## config.mk

```make
export PLATFORM = sky130hd
export DESIGN_NAME = cphc_pipe
export DESIGN_NICKNAME = d
export VERILOG_FILES = /design/src/hw/cphc_pkg.sv /design/src/hw/cphc_hazard.sv /design/src/hw/cphc_pipe.sv
export VERILOG_INCLUDE_DIRS = /design/src /design/src/hw
export SDC_FILE = /design/constraint.sdc
export NUM_CORES = 2
export LEC_CHECK = 0
export ABC_AREA = 1
export BUFFER_PORTS_ARGS = -buffer_cell sky130_fd_sc_hd__buf_2
export CORE_UTILIZATION = 40
export CTS_CLUSTER_DIAMETER = 60
export DETAILED_ROUTE_END_ITERATION = 8
export PLACE_DENSITY = 0.65
export SYNTH_ARGS = -nofsm -noshare
export SYNTH_HDL_FRONTEND = slang
export SYNTH_SLANG_ARGS = --single-unit
```

## constraint.sdc

```tcl
create_clock -name clk -period 6.1 [get_ports clk]
set_input_delay 1.22 -clock clk [delete_from_list [all_inputs] [get_ports clk]]
set_output_delay 1.22 -clock clk [all_outputs]
set_load 0.03 [all_outputs]
```

## src/hw/cphc_map.svh

```systemverilog
/*
  Constants of the core pipeline control: the reset program counter, instruction field
  positions, fetch steps and the bytecode decode length.
  Assumes no inclusion by hw/cphc_pkg.sv; included by hw/cphc_pipe.sv by bare name.
*/
`ifndef CPHC_MAP_SVH
`define CPHC_MAP_SVH

`define CPHC_RESET_PC     32'h0000_0000
`define CPHC_STEP_NATIVE  32'h0000_0004
`define CPHC_STEP_COMPACT 32'h0000_0002
`define CPHC_STEP_BYTE    32'h0000_0001
`define CPHC_BC_DEC_CYC   2

// Native word layout
`define CPHC_F_OP   28
`define CPHC_F_SIZE 26
`define CPHC_F_RD   22
`define CPHC_F_RN   18
`define CPHC_F_RM   14
`define CPHC_W_IMM  14

// Compressed halfword layout
`define CPHC_H_OP 13
`define CPHC_H_RD 10
`define CPHC_H_RN 7
`define CPHC_H_RM 4

// Bytecode layout
`define CPHC_B_OP 5
`define CPHC_B_RD 3
`define CPHC_B_RN 1

`endif

```

## src/hw/cphc_pkg.sv

```systemverilog
/*
  Types of the core pipeline control: opcodes, sizes, instruction states,
  forwarding selects and the stage registers.
  Assumes nothing beyond a SystemVerilog compiler.
*/
package cphc_pkg;

  typedef enum logic [2:0] {
    OP_NOP   = 3'b000,
    OP_ADD   = 3'b001,
    OP_ADDI  = 3'b010,
    OP_LOAD  = 3'b011,
    OP_STORE = 3'b100,
    OP_CPLD  = 3'b101,
    OP_CPST  = 3'b110,
    OP_SWAP  = 3'b111
  } cphc_op_t;

  typedef enum logic [1:0] {
    SZ_BYTE = 2'b00,
    SZ_HALF = 2'b01,
    SZ_WORD = 2'b10
  } cphc_size_t;

  typedef enum logic [1:0] {
    ISA_NATIVE   = 2'b00,
    ISA_COMPACT  = 2'b01,
    ISA_BYTECODE = 2'b10
  } cphc_isa_t;

  typedef enum logic [1:0] {
    FWD_RF  = 2'b00,
    FWD_MEM = 2'b01,
    FWD_WB  = 2'b10
  } cphc_fwd_t;

  typedef struct packed {
    logic        valid;
    cphc_isa_t   isa;
    logic [31:0] pc;
    logic [31:0] word;
  } cphc_dec_t;

  typedef struct packed {
    logic        valid;
    cphc_op_t    op;
    cphc_size_t  size;
    logic [3:0]  rd;
    logic [3:0]  rn;
    logic [3:0]  rm;
    logic        use_rn;
    logic        use_rm;
    logic        wr;
    logic [31:0] imm;
  } cphc_exe_t;

  typedef struct packed {
    logic        valid;
    cphc_op_t    op;
    cphc_size_t  size;
    logic [3:0]  rd;
    logic        wr;
    logic [31:0] res;
  } cphc_mem_t;

  typedef struct packed {
    logic        valid;
    logic [3:0]  rd;
    logic        wr;
    logic [31:0] data;
  } cphc_wb_t;

  typedef struct packed {
    logic        req;
    logic        we;
    cphc_size_t  size;
    logic [31:0] addr;
    logic [31:0] wdata;
  } cphc_dreq_t;

endpackage : cphc_pkg

```

## src/hw/cphc_hazard.sv

```systemverilog
/*
  Register hazard detection: operand forwarding selects for the execute
  stage and the load-use stall request for the decode stage.
  Assumes stage registers from cphc_pipe; purely combinational.
*/
`timescale 1ns/1ps

module cphc_hazard (
  input  cphc_pkg::cphc_exe_t dec_info,
  input  cphc_pkg::cphc_exe_t ex_st,
  input  cphc_pkg::cphc_mem_t mem_st,
  input  cphc_pkg::cphc_wb_t  wb_st,
  output logic                load_use,
  output cphc_pkg::cphc_fwd_t fwd_a,
  output cphc_pkg::cphc_fwd_t fwd_b
);
  import cphc_pkg::*;

  logic mem_fwd_ok;
  logic ex_is_load;

  function automatic cphc_fwd_t pick(input logic [3:0] r, input logic mem_ok, input cphc_mem_t m,
                                     input cphc_wb_t w);
    pick = FWD_RF;
    if (w.valid && w.wr && w.rd == r) begin
      pick = FWD_WB;
    end
    // Youngest producer wins
    if (mem_ok && m.rd == r) begin
      pick = FWD_MEM;
    end
  endfunction : pick

  always_comb begin
    // Load data arrives only at the end of memory, so no forward from there
    mem_fwd_ok = mem_st.valid && mem_st.wr && mem_st.op != OP_LOAD && mem_st.op != OP_SWAP;
    fwd_a      = pick(ex_st.rn, mem_fwd_ok, mem_st, wb_st);
    fwd_b      = pick(ex_st.rm, mem_fwd_ok, mem_st, wb_st);
    ex_is_load = ex_st.valid && ex_st.wr && (ex_st.op == OP_LOAD || ex_st.op == OP_SWAP);
    load_use   = ex_is_load && dec_info.valid &&
                 ((dec_info.use_rn && dec_info.rn == ex_st.rd) ||
                  (dec_info.use_rm && dec_info.rm == ex_st.rd));
  end

endmodule : cphc_hazard

```

## src/hw/cphc_pipe.sv

```systemverilog
/*
  Core pipeline control: fetch, decode, execute, memory and writeback
  stages with separate instruction and data interfaces, size handling,
  forwarding and interlocks, and a register bank in flip-flops.
  Assumes instruction and data memories answer in the cycle of the request
  with a ready input; inputs are synchronous to clk.
*/
// Behaviour
// - Native state runs five single-cycle stages
// - Bytecode state decode takes two cycles
// - Fetch address is the program counter
// - Each stage holds a successive instruction
// - Separate instruction and data buses, concurrent
// - Only memory-class instructions touch data bus
// - Byte, halfword and word data sizes
// - Detect register hazards, stall or forward
// - Native, compressed and bytecode instruction states
`timescale 1ns/1ps
`include "cphc_map.svh"

module cphc_pipe (
  input  wire logic                 clk,
  input  wire logic                 rstn,
  input  cphc_pkg::cphc_isa_t       isa_state,
  input  wire logic [31:0]          imem_rdata,
  input  wire logic                 imem_ready,
  input  wire logic [31:0]          dmem_rdata,
  input  wire logic                 dmem_ready,
  output logic                      imem_req,
  output logic [31:0]               pc,
  output cphc_pkg::cphc_dreq_t      dmem,
  output cphc_pkg::cphc_wb_t        retire,
  output logic                      align_err,
  output logic                      stall
);
  import cphc_pkg::*;

  logic [31:0] pc_ff,       nxt_pc;
  logic        ireq_ff,     nxt_ireq;
  cphc_dec_t   dec_ff,      nxt_dec;
  cphc_exe_t   ex_ff,       nxt_ex;
  cphc_mem_t   mem_ff,      nxt_mem;
  cphc_wb_t    wb_ff,       nxt_wb;
  cphc_dreq_t  dreq_ff,     nxt_dreq;
  logic        bc_ph_ff,    nxt_bc_ph;
  logic        swap_ph_ff,  nxt_swap_ph;
  logic [31:0] swap_ld_ff,  nxt_swap_ld;
  logic        aerr_ff,     nxt_aerr;
  logic        stall_ff,    nxt_stall;
  logic [31:0] rf_ff [16];
  logic [31:0] nxt_rf [16];

  cphc_exe_t   dx;
  cphc_fwd_t   fwd_a;
  cphc_fwd_t   fwd_b;
  logic        load_use;
  logic        bc_wait;
  logic        dec_hold;
  logic        mem_wait;
  logic        swap_first;
  logic        mem_hold;
  logic [31:0] op_a;
  logic [31:0] op_b;
  logic [31:0] ex_addr;
  logic        misalign;

  // Own encoding; each state expands to one common format
  function automatic cphc_exe_t decode_instr(input cphc_dec_t d);
    cphc_exe_t   e;
    logic [15:0] h;
    logic [7:0]  b;
    e = '0;
    h = d.pc[1] ? d.word[31:16] : d.word[15:0];
    b = d.word[{d.pc[1:0], 3'b000} +: 8];
    case (d.isa)
      ISA_COMPACT: begin
        e.op   = cphc_op_t'(h[`CPHC_H_OP +: 3]);
        e.size = SZ_WORD;
        e.rd   = {1'b0, h[`CPHC_H_RD +: 3]};
        e.rn   = {1'b0, h[`CPHC_H_RN +: 3]};
        e.rm   = {1'b0, h[`CPHC_H_RM +: 3]};
        e.imm  = {28'h0000000, h[3:0]};
      end
      ISA_BYTECODE: begin
        e.op   = cphc_op_t'(b[`CPHC_B_OP +: 3]);
        e.size = SZ_WORD;
        e.rd   = {2'b00, b[`CPHC_B_RD +: 2]};
        e.rn   = {2'b00, b[`CPHC_B_RN +: 2]};
        e.rm   = {2'b00, b[`CPHC_B_RD +: 2]};
        e.imm  = {31'h00000000, b[0]};
      end
      default: begin
        e.op   = cphc_op_t'(d.word[`CPHC_F_OP +: 3]);
        e.size = (d.word[`CPHC_F_SIZE +: 2] == 2'b11) ? SZ_WORD : cphc_size_t'(d.word[`CPHC_F_SIZE +: 2]);
        e.rd   = d.word[`CPHC_F_RD +: 4];
        e.rn   = d.word[`CPHC_F_RN +: 4];
        e.rm   = d.word[`CPHC_F_RM +: 4];
        e.imm  = {18'h00000, d.word[`CPHC_W_IMM - 1:0]};
      end
    endcase
    e.valid  = d.valid;
    e.use_rn = e.op != OP_NOP;
    e.use_rm = e.op == OP_ADD || e.op == OP_STORE || e.op == OP_CPST || e.op == OP_SWAP;
    e.wr     = e.op == OP_ADD || e.op == OP_ADDI || e.op == OP_LOAD || e.op == OP_SWAP;
    return e;
  endfunction : decode_instr

  // Little-endian lane pick, zero-extended
  function automatic logic [31:0] load_extract(input logic [31:0] w, input logic [1:0] a, input cphc_size_t s);
    case (s)
      SZ_BYTE: load_extract = {24'h000000, w[{a, 3'b000} +: 8]};
      SZ_HALF: load_extract = {16'h0000, w[{a[1], 4'h0} +: 16]};
      default: load_extract = w;
    endcase
  endfunction : load_extract

  function automatic logic [31:0] operand(input cphc_fwd_t f, input logic [31:0] r, input logic [31:0] m,
                                          input logic [31:0] w);
    case (f)
      FWD_MEM: operand = m;
      FWD_WB:  operand = w;
      default: operand = r;
    endcase
  endfunction : operand

  cphc_hazard u_hazard (
    .dec_info (dx),
    .ex_st    (ex_ff),
    .mem_st   (mem_ff),
    .wb_st    (wb_ff),
    .load_use (load_use),
    .fwd_a    (fwd_a),
    .fwd_b    (fwd_b)
  );

  always_comb begin
    dx         = decode_instr(dec_ff);
    mem_wait   = dreq_ff.req && !dmem_ready;
    swap_first = mem_ff.valid && mem_ff.op == OP_SWAP && !swap_ph_ff;
    mem_hold   = mem_wait || swap_first;
    // First of the two bytecode decode cycles emits a bubble
    bc_wait    = dec_ff.valid && dec_ff.isa == ISA_BYTECODE && !bc_ph_ff;
    dec_hold   = load_use || bc_wait;
    op_a       = operand(fwd_a, rf_ff[ex_ff.rn], mem_ff.res, wb_ff.data);
    op_b       = operand(fwd_b, rf_ff[ex_ff.rm], mem_ff.res, wb_ff.data);
    ex_addr    = op_a + ex_ff.imm;
    misalign   = (ex_ff.size == SZ_WORD && ex_addr[1:0] != 2'b00) ||
                 (ex_ff.size == SZ_HALF && ex_addr[0]);
  end

  always_comb begin
    nxt_pc      = pc_ff;
    nxt_ireq    = 1'b1;
    nxt_dec     = dec_ff;
    nxt_ex      = ex_ff;
    nxt_mem     = mem_ff;
    nxt_wb      = '0;
    nxt_dreq    = dreq_ff;
    nxt_bc_ph   = bc_ph_ff;
    nxt_swap_ph = swap_ph_ff;
    nxt_swap_ld = swap_ld_ff;
    nxt_aerr    = 1'b0;
    nxt_stall   = dec_hold || mem_hold;
    if (mem_hold) begin
      // Whole pipe freezes; writeback gets the bubble
      if (swap_first && !mem_wait) begin
        nxt_swap_ph = 1'b1;
        nxt_swap_ld = load_extract(dmem_rdata, dreq_ff.addr[1:0], dreq_ff.size);
        nxt_dreq.we = 1'b1;
        nxt_dreq.req = 1'b1;
      end
    end else begin
      nxt_swap_ph = 1'b0;
      nxt_wb.valid = mem_ff.valid;
      nxt_wb.rd    = mem_ff.rd;
      nxt_wb.wr    = mem_ff.valid && mem_ff.wr;
      case (mem_ff.op)
        OP_LOAD: nxt_wb.data = load_extract(dmem_rdata, dreq_ff.addr[1:0], dreq_ff.size);
        OP_SWAP: nxt_wb.data = swap_ld_ff;
        default: nxt_wb.data = mem_ff.res;
      endcase
      nxt_mem       = '0;
      nxt_dreq      = '0;
      nxt_mem.valid = ex_ff.valid;
      nxt_mem.op    = ex_ff.op;
      nxt_mem.size  = ex_ff.size;
      nxt_mem.rd    = ex_ff.rd;
      nxt_mem.wr    = ex_ff.valid && ex_ff.wr;
      case (ex_ff.op)
        OP_ADD:  nxt_mem.res = op_a + op_b;
        OP_ADDI: nxt_mem.res = ex_addr;
        default: nxt_mem.res = 32'h0000_0000;
      endcase
      if (ex_ff.valid && ex_ff.op != OP_NOP && ex_ff.op != OP_ADD && ex_ff.op != OP_ADDI) begin
        nxt_dreq.req  = 1'b1;
        nxt_dreq.we   = ex_ff.op == OP_STORE || ex_ff.op == OP_CPST;
        nxt_dreq.size = ex_ff.size;
        // Low bits forced clear so memory never sees a split access
        case (ex_ff.size)
          SZ_WORD: nxt_dreq.addr = {ex_addr[31:2], 2'b00};
          SZ_HALF: nxt_dreq.addr = {ex_addr[31:1], 1'b0};
          default: nxt_dreq.addr = ex_addr;
        endcase
        case (ex_ff.size)
          SZ_BYTE: nxt_dreq.wdata = {4{op_b[7:0]}};
          SZ_HALF: nxt_dreq.wdata = {2{op_b[15:0]}};
          default: nxt_dreq.wdata = op_b;
        endcase
        nxt_aerr = misalign;
      end
      if (dec_hold) begin
        nxt_ex    = '0;
        nxt_bc_ph = bc_wait ? 1'b1 : bc_ph_ff;
      end else begin
        nxt_ex    = dx;
        nxt_bc_ph = 1'b0;
        nxt_dec   = '0;
        // Fetch proceeds beside the data access on its own bus
        if (imem_ready) begin
          nxt_dec.valid = 1'b1;
          nxt_dec.isa   = isa_state;
          nxt_dec.pc    = pc_ff;
          nxt_dec.word  = imem_rdata;
          case (isa_state)
            ISA_COMPACT:  nxt_pc = pc_ff + `CPHC_STEP_COMPACT;
            ISA_BYTECODE: nxt_pc = pc_ff + `CPHC_STEP_BYTE;
            default:      nxt_pc = pc_ff + `CPHC_STEP_NATIVE;
          endcase
        end
      end
    end
  end

  always_ff @(posedge clk or negedge rstn) begin
    if (!rstn) begin
      pc_ff      <= `CPHC_RESET_PC;
      ireq_ff    <= 1'b0;
      dec_ff     <= '0;
      ex_ff      <= '0;
      mem_ff     <= '0;
      wb_ff      <= '0;
      dreq_ff    <= '0;
      bc_ph_ff   <= 1'b0;
      swap_ph_ff <= 1'b0;
      swap_ld_ff <= 32'h0000_0000;
      aerr_ff    <= 1'b0;
      stall_ff   <= 1'b0;
    end else begin
      pc_ff      <= nxt_pc;
      ireq_ff    <= nxt_ireq;
      dec_ff     <= nxt_dec;
      ex_ff      <= nxt_ex;
      mem_ff     <= nxt_mem;
      wb_ff      <= nxt_wb;
      dreq_ff    <= nxt_dreq;
      bc_ph_ff   <= nxt_bc_ph;
      swap_ph_ff <= nxt_swap_ph;
      swap_ld_ff <= nxt_swap_ld;
      aerr_ff    <= nxt_aerr;
      stall_ff   <= nxt_stall;
    end
  end

  always_comb begin
    nxt_rf = rf_ff;
    if (wb_ff.valid && wb_ff.wr) begin
      nxt_rf[wb_ff.rd] = wb_ff.data;
    end
  end

  always_ff @(posedge clk or negedge rstn) begin
    if (!rstn) begin
      for (int i = 0; i < 16; i++) begin
        rf_ff[i] <= 32'h0000_0000;
      end
    end else begin
      rf_ff <= nxt_rf;
    end
  end

  assign imem_req  = ireq_ff;
  assign pc        = pc_ff;
  assign dmem      = dreq_ff;
  assign retire    = wb_ff;
  assign align_err = aerr_ff;
  assign stall     = stall_ff;

endmodule : cphc_pipe

```

==> impl_metrics.csv <==
group,metric,value,unit
outcome,status,"completed",
synth,synth_flop_cell,"dfrtp_1",
floorplan,dieWidth,342,um
clock_tree,cts_resized,0,
hold_path,hold_path.class,"reg -> reg",
placed_design,place.gp.congestion,1.05,
critical_path,timing.rr.end,"mem_ff[31]$_DFFE_PN0P_",
critical_path,cp-start-kind,"register",
synth,yosysUniqueCellTypes,58,
synth,synth_edf_count,0,
global_route,grt_pass1_vias,42500,
floorplan,design.core.area,0.114,mm^2
critical_path,worst-path-buf-inv,3,
global_route,grt_pass1_wl,272000,um
critical_path,cpPeakStageDelay,0.49,ns
sta,tns,0,ns
synth,synth_area,0.0461,mm^2
sta,hold_violations,0,
finish,fillers,11500,
power,ir_drop,0.550,mV
floorplan,die_y,342,um
global_route,antenna_found_initial,6,
critical_path,critPathMaxFanout,37,
synth,yosysWarningCount,0,
synth,syn_nets,6447,
drt,wl_per_cell,23.1,um
critical_path,worst_ep_required_time,6.66,ns
drt,drt_iter0_drc,6099,
finish,design_area,0.0513,mm^2
finish,drive_gt1_share,8.59,%
drt,routed_wl,182000,um
critical_path,cp_cell_sequence,"buf_4 > nand2_1 > nand2_1 > nand2_1 > nor2_2 > nand2_4 > nand2_2 > buf_4 > o22ai_1 > a21oi_1 > ha_1 > nand2_1 > nor2_1 > nand4_1 > o21ai_0 > nand4_1 > nand2_1 > nand2_1 > clkinv_1 > nand3_1 > nand2_1 > nand2_1 > a21oi_1 > a21oi_1",
power,p_per_area,559,mW/mm^2
clock_tree,post_cts_buffers,0,
critical_path,arrival,5.91,ns
sta,rsz0062_at_grt,"no",
global_route,grt_max_degree,165,
job,drv_cap,0,
global_route,track_usage,30.5,%
sta,setup_violations,0,
placed_design,portBuffers,210,
sta,maxSlewHeadroom,17.3,%
clock_tree,cts-root-buf,"clkbuf_16",
placed_design,hpwl,119000,um
synth,ys_seq_area_share,43.3,%
sta,finalMaxSlewViolations,0,
finish,final_core_util,44.9,%
sta,max_freq,0.187,GHz
clock_tree,hold_buffers,0,
critical_path,path_common_cell,"nand2_1",
drt,drtAntennaViolNets,0,
synth,postSynthAreaPerCell,7.30,um^2
hold_path,min_path_cells,2,
clock_tree,clockBufferDepth,3,
synth,synth-async-reset-ratio,100,%
synth,ys_ff_latch,798,
critical_path,end_kind,"register",
clock_tree,cts_buffers,99,
drt,drc,0,
clock_tree,cts_tree,"done",
sta,fin_crit_sh,87.5,%
drt,num_vias,46200,
critical_path,r2r_slack,0.76,ns
floorplan,ioPinCount,211,
sta,fin_crit,5.34,ns
critical_path,crit_family,"simple AND/OR/NAND/NOR gates",
placed_design,dpl.cell_count,7676,
global_route,gr-total-overflow,0,
drt,via_per_inst,5.88,
power,p_leak,22.4,nW
finish,nNetsFinal,6394,
floorplan,die-area,0.117,mm^2
floorplan,rows,124,
sta,holdWs,0.473,ns
clock_tree,clk_latency,0.71,ns
floorplan,initial_core_util,40.3,%
clock_tree,clk_pin_slew,0.06,ns
critical_path,slowest_stage,"buf_4",
critical_path,rr_startpoint,"ex_ff[40]$_DFFE_PN0P_",
clock_tree,h-tree-depth,3,
finish,fin_cells,7859,
critical_path,r2r_cells,24,
sta,finalClockSkew,0.0388,ns
synth,synth_cells,6318,
placed_design,placed_cell_area,0.0481,mm^2
hold_path,hold_end,"swap_ld_ff[8]$_DFFE_PN0P_",
sta,tightest_slew,1.24,ns
drt,drtPass1Iterations,6,
finish,synthToLayoutAreaGrowth,11.3,%
hold_path,worstHoldStart,"swap_ld_ff[8]$_DFFE_PN0P_",
critical_path,crit_type,"reg -> reg",
clock_tree,cts_sinks,798,
[registers in the layout (all words and copies together), names as in the netlist]
register,count
mem_ff,41
dec_ff,37
ex_ff,33
bc_ph_ff,1
swap_ph_ff,1
pc,32
retire,38
dmem,68
imem_req,1
rf_ff,512
stall,1
swap_ld_ff,32
align_err,1
[where the power goes]
part / total [W] / switching (W) / leakage [nW] / internal, W
clock network: 0.00594 / 0.00252 / 1.58 / 0.00342
logic: 0.0152 / 0.0111 / 9.92 / 0.00415
registers: 0.00755 / 0.00132 / 10.9 / 0.00623
total: 0.0287 / 0.0149 / 22.4 / 0.0138
[logic make-up (layout without fill, tap and decap cells)]
family / count (synthesis) / in the layout / share of synthesized area (%)
AO/OA/AOI/OAI: 2206 / 2206 / 26.0
XOR/XNOR: 46 / 46 / 0.874
adder cells (fa/ha/maj): 60 / 60 / 1.65
AND/OR/NAND/NOR: 2206 / 2206 / 19.3
flip-flops: 798 / 798 / 43.3
buffers and inverters: 1001 / 1028 / 8.81
other: 1 / 3 / 0.00813
[worst min-delay path, delay by kind of cell, from the launching register on]
family	cells	cell delay, ns
and+or+nand+nor	2	0.10
DFF	1	0.34
[per-layer routing]
metal | global-route usage, % | up-vias | share of wire [%]
met4 | 13.7 | 2 | 4.6
met5 | 0 | - | 0.0077
met3 | 5.72 | 400 | 11
met1 | 43.0 | 22000 | 42
met2 | 45.2 | 2603 | 43
li1 | - | 21200 | -
[layout make-up]
cell class              instances  area, um^2  share of cell area (%)
inverters                     545        2060                    4.02
diodes                          2        5.00                 0.00975
clock buffers                 139        2780                    5.42
repair buffers                302        1900                    3.71
flip-flops and latches        798       20000                    39.0
well taps                    1512        1890                    3.69
clock inverters                42         469                   0.914
multi-input cells            4519       22200                    43.3
[synth_stat cells (all sizes together), types with 39 or more instances]
cell | n | area [um^2]
a31oi | 69 | 432
o211ai | 138 | 1040
inv | 542 | 2040
buf | 132 | 796
o21ai | 1221 | 6110
nand2 | 1495 | 5640
clkbuf | 324 | 1220
a21oi | 565 | 2870
dfrtp | 798 | 20000
o22ai | 118 | 744
nor2 | 308 | 1180
xor2 | 39 | 342
nand3 | 326 | 1640
ha | 57 | 713
[stage by stage]
step	worst slack (ns)	power, W
global placement	0.949	0.0223
CTS	0.872	0.0283
floorplan	1.75	0.0167
finish	0.760	0.0287
detailed placement	0.848	0.0223
global route	0.481	0.0302
[worst max-delay path by stage]
stage	from	endpoint	slack, ns	cells past startpoint
finish	ex_ff[40]$_DFFE_PN0P_	mem_ff[31]$_DFFE_PN0P_	0.76	24
detailed placement	ex_ff[40]$_DFFE_PN0P_	mem_ff[31]$_DFFE_PN0P_	0.85	24
floorplan	ex_ff[39]$_DFFE_PN0P_	mem_ff[20]$_DFFE_PN0P_	1.75	27
global placement	ex_ff[40]$_DFFE_PN0P_	mem_ff[30]$_DFFE_PN0P_	0.95	24
CTS	ex_ff[40]$_DFFE_PN0P_	mem_ff[31]$_DFFE_PN0P_	0.87	24
global route	ex_ff[41]$_DFFE_PN0P_	mem_ff[30]$_DFFE_PN0P_	0.48	21
[cells in the final DEF, fill, tap and decap left out, types with 6 or more instances in the layout]
cell           n
nand2_1     1478
inv_6          7
clkinvlp_4     6
xnor2_1        7
a31oi_1       69
o31ai_1       15
buf_2        209
a221oi_1       7
o21ai_0     1190
nand2_2       15
clkbuf_1      26
xor2_1        39
a21oi_1      554
nor2_2        10
clkbuf_8      13
buf_4         80
nand4_1       21
inv_1        525
o22ai_1      117
o211ai_1     138
nand3b_1       7
clkbuf_16    100
buf_12        12
a22o_1        26
a32o_1         8
nor4_1         6
o21ai_1       31
clkinv_2      15
nor2_1       296
ha_1          57
nand3_2        7
o221ai_1      13
nand3_1      316
or2_2         11
nor3_1        27
dfrtp_1      791
inv_2         12
a21oi_2        8
No activity file was read; power rests on OpenSTA's default activity.
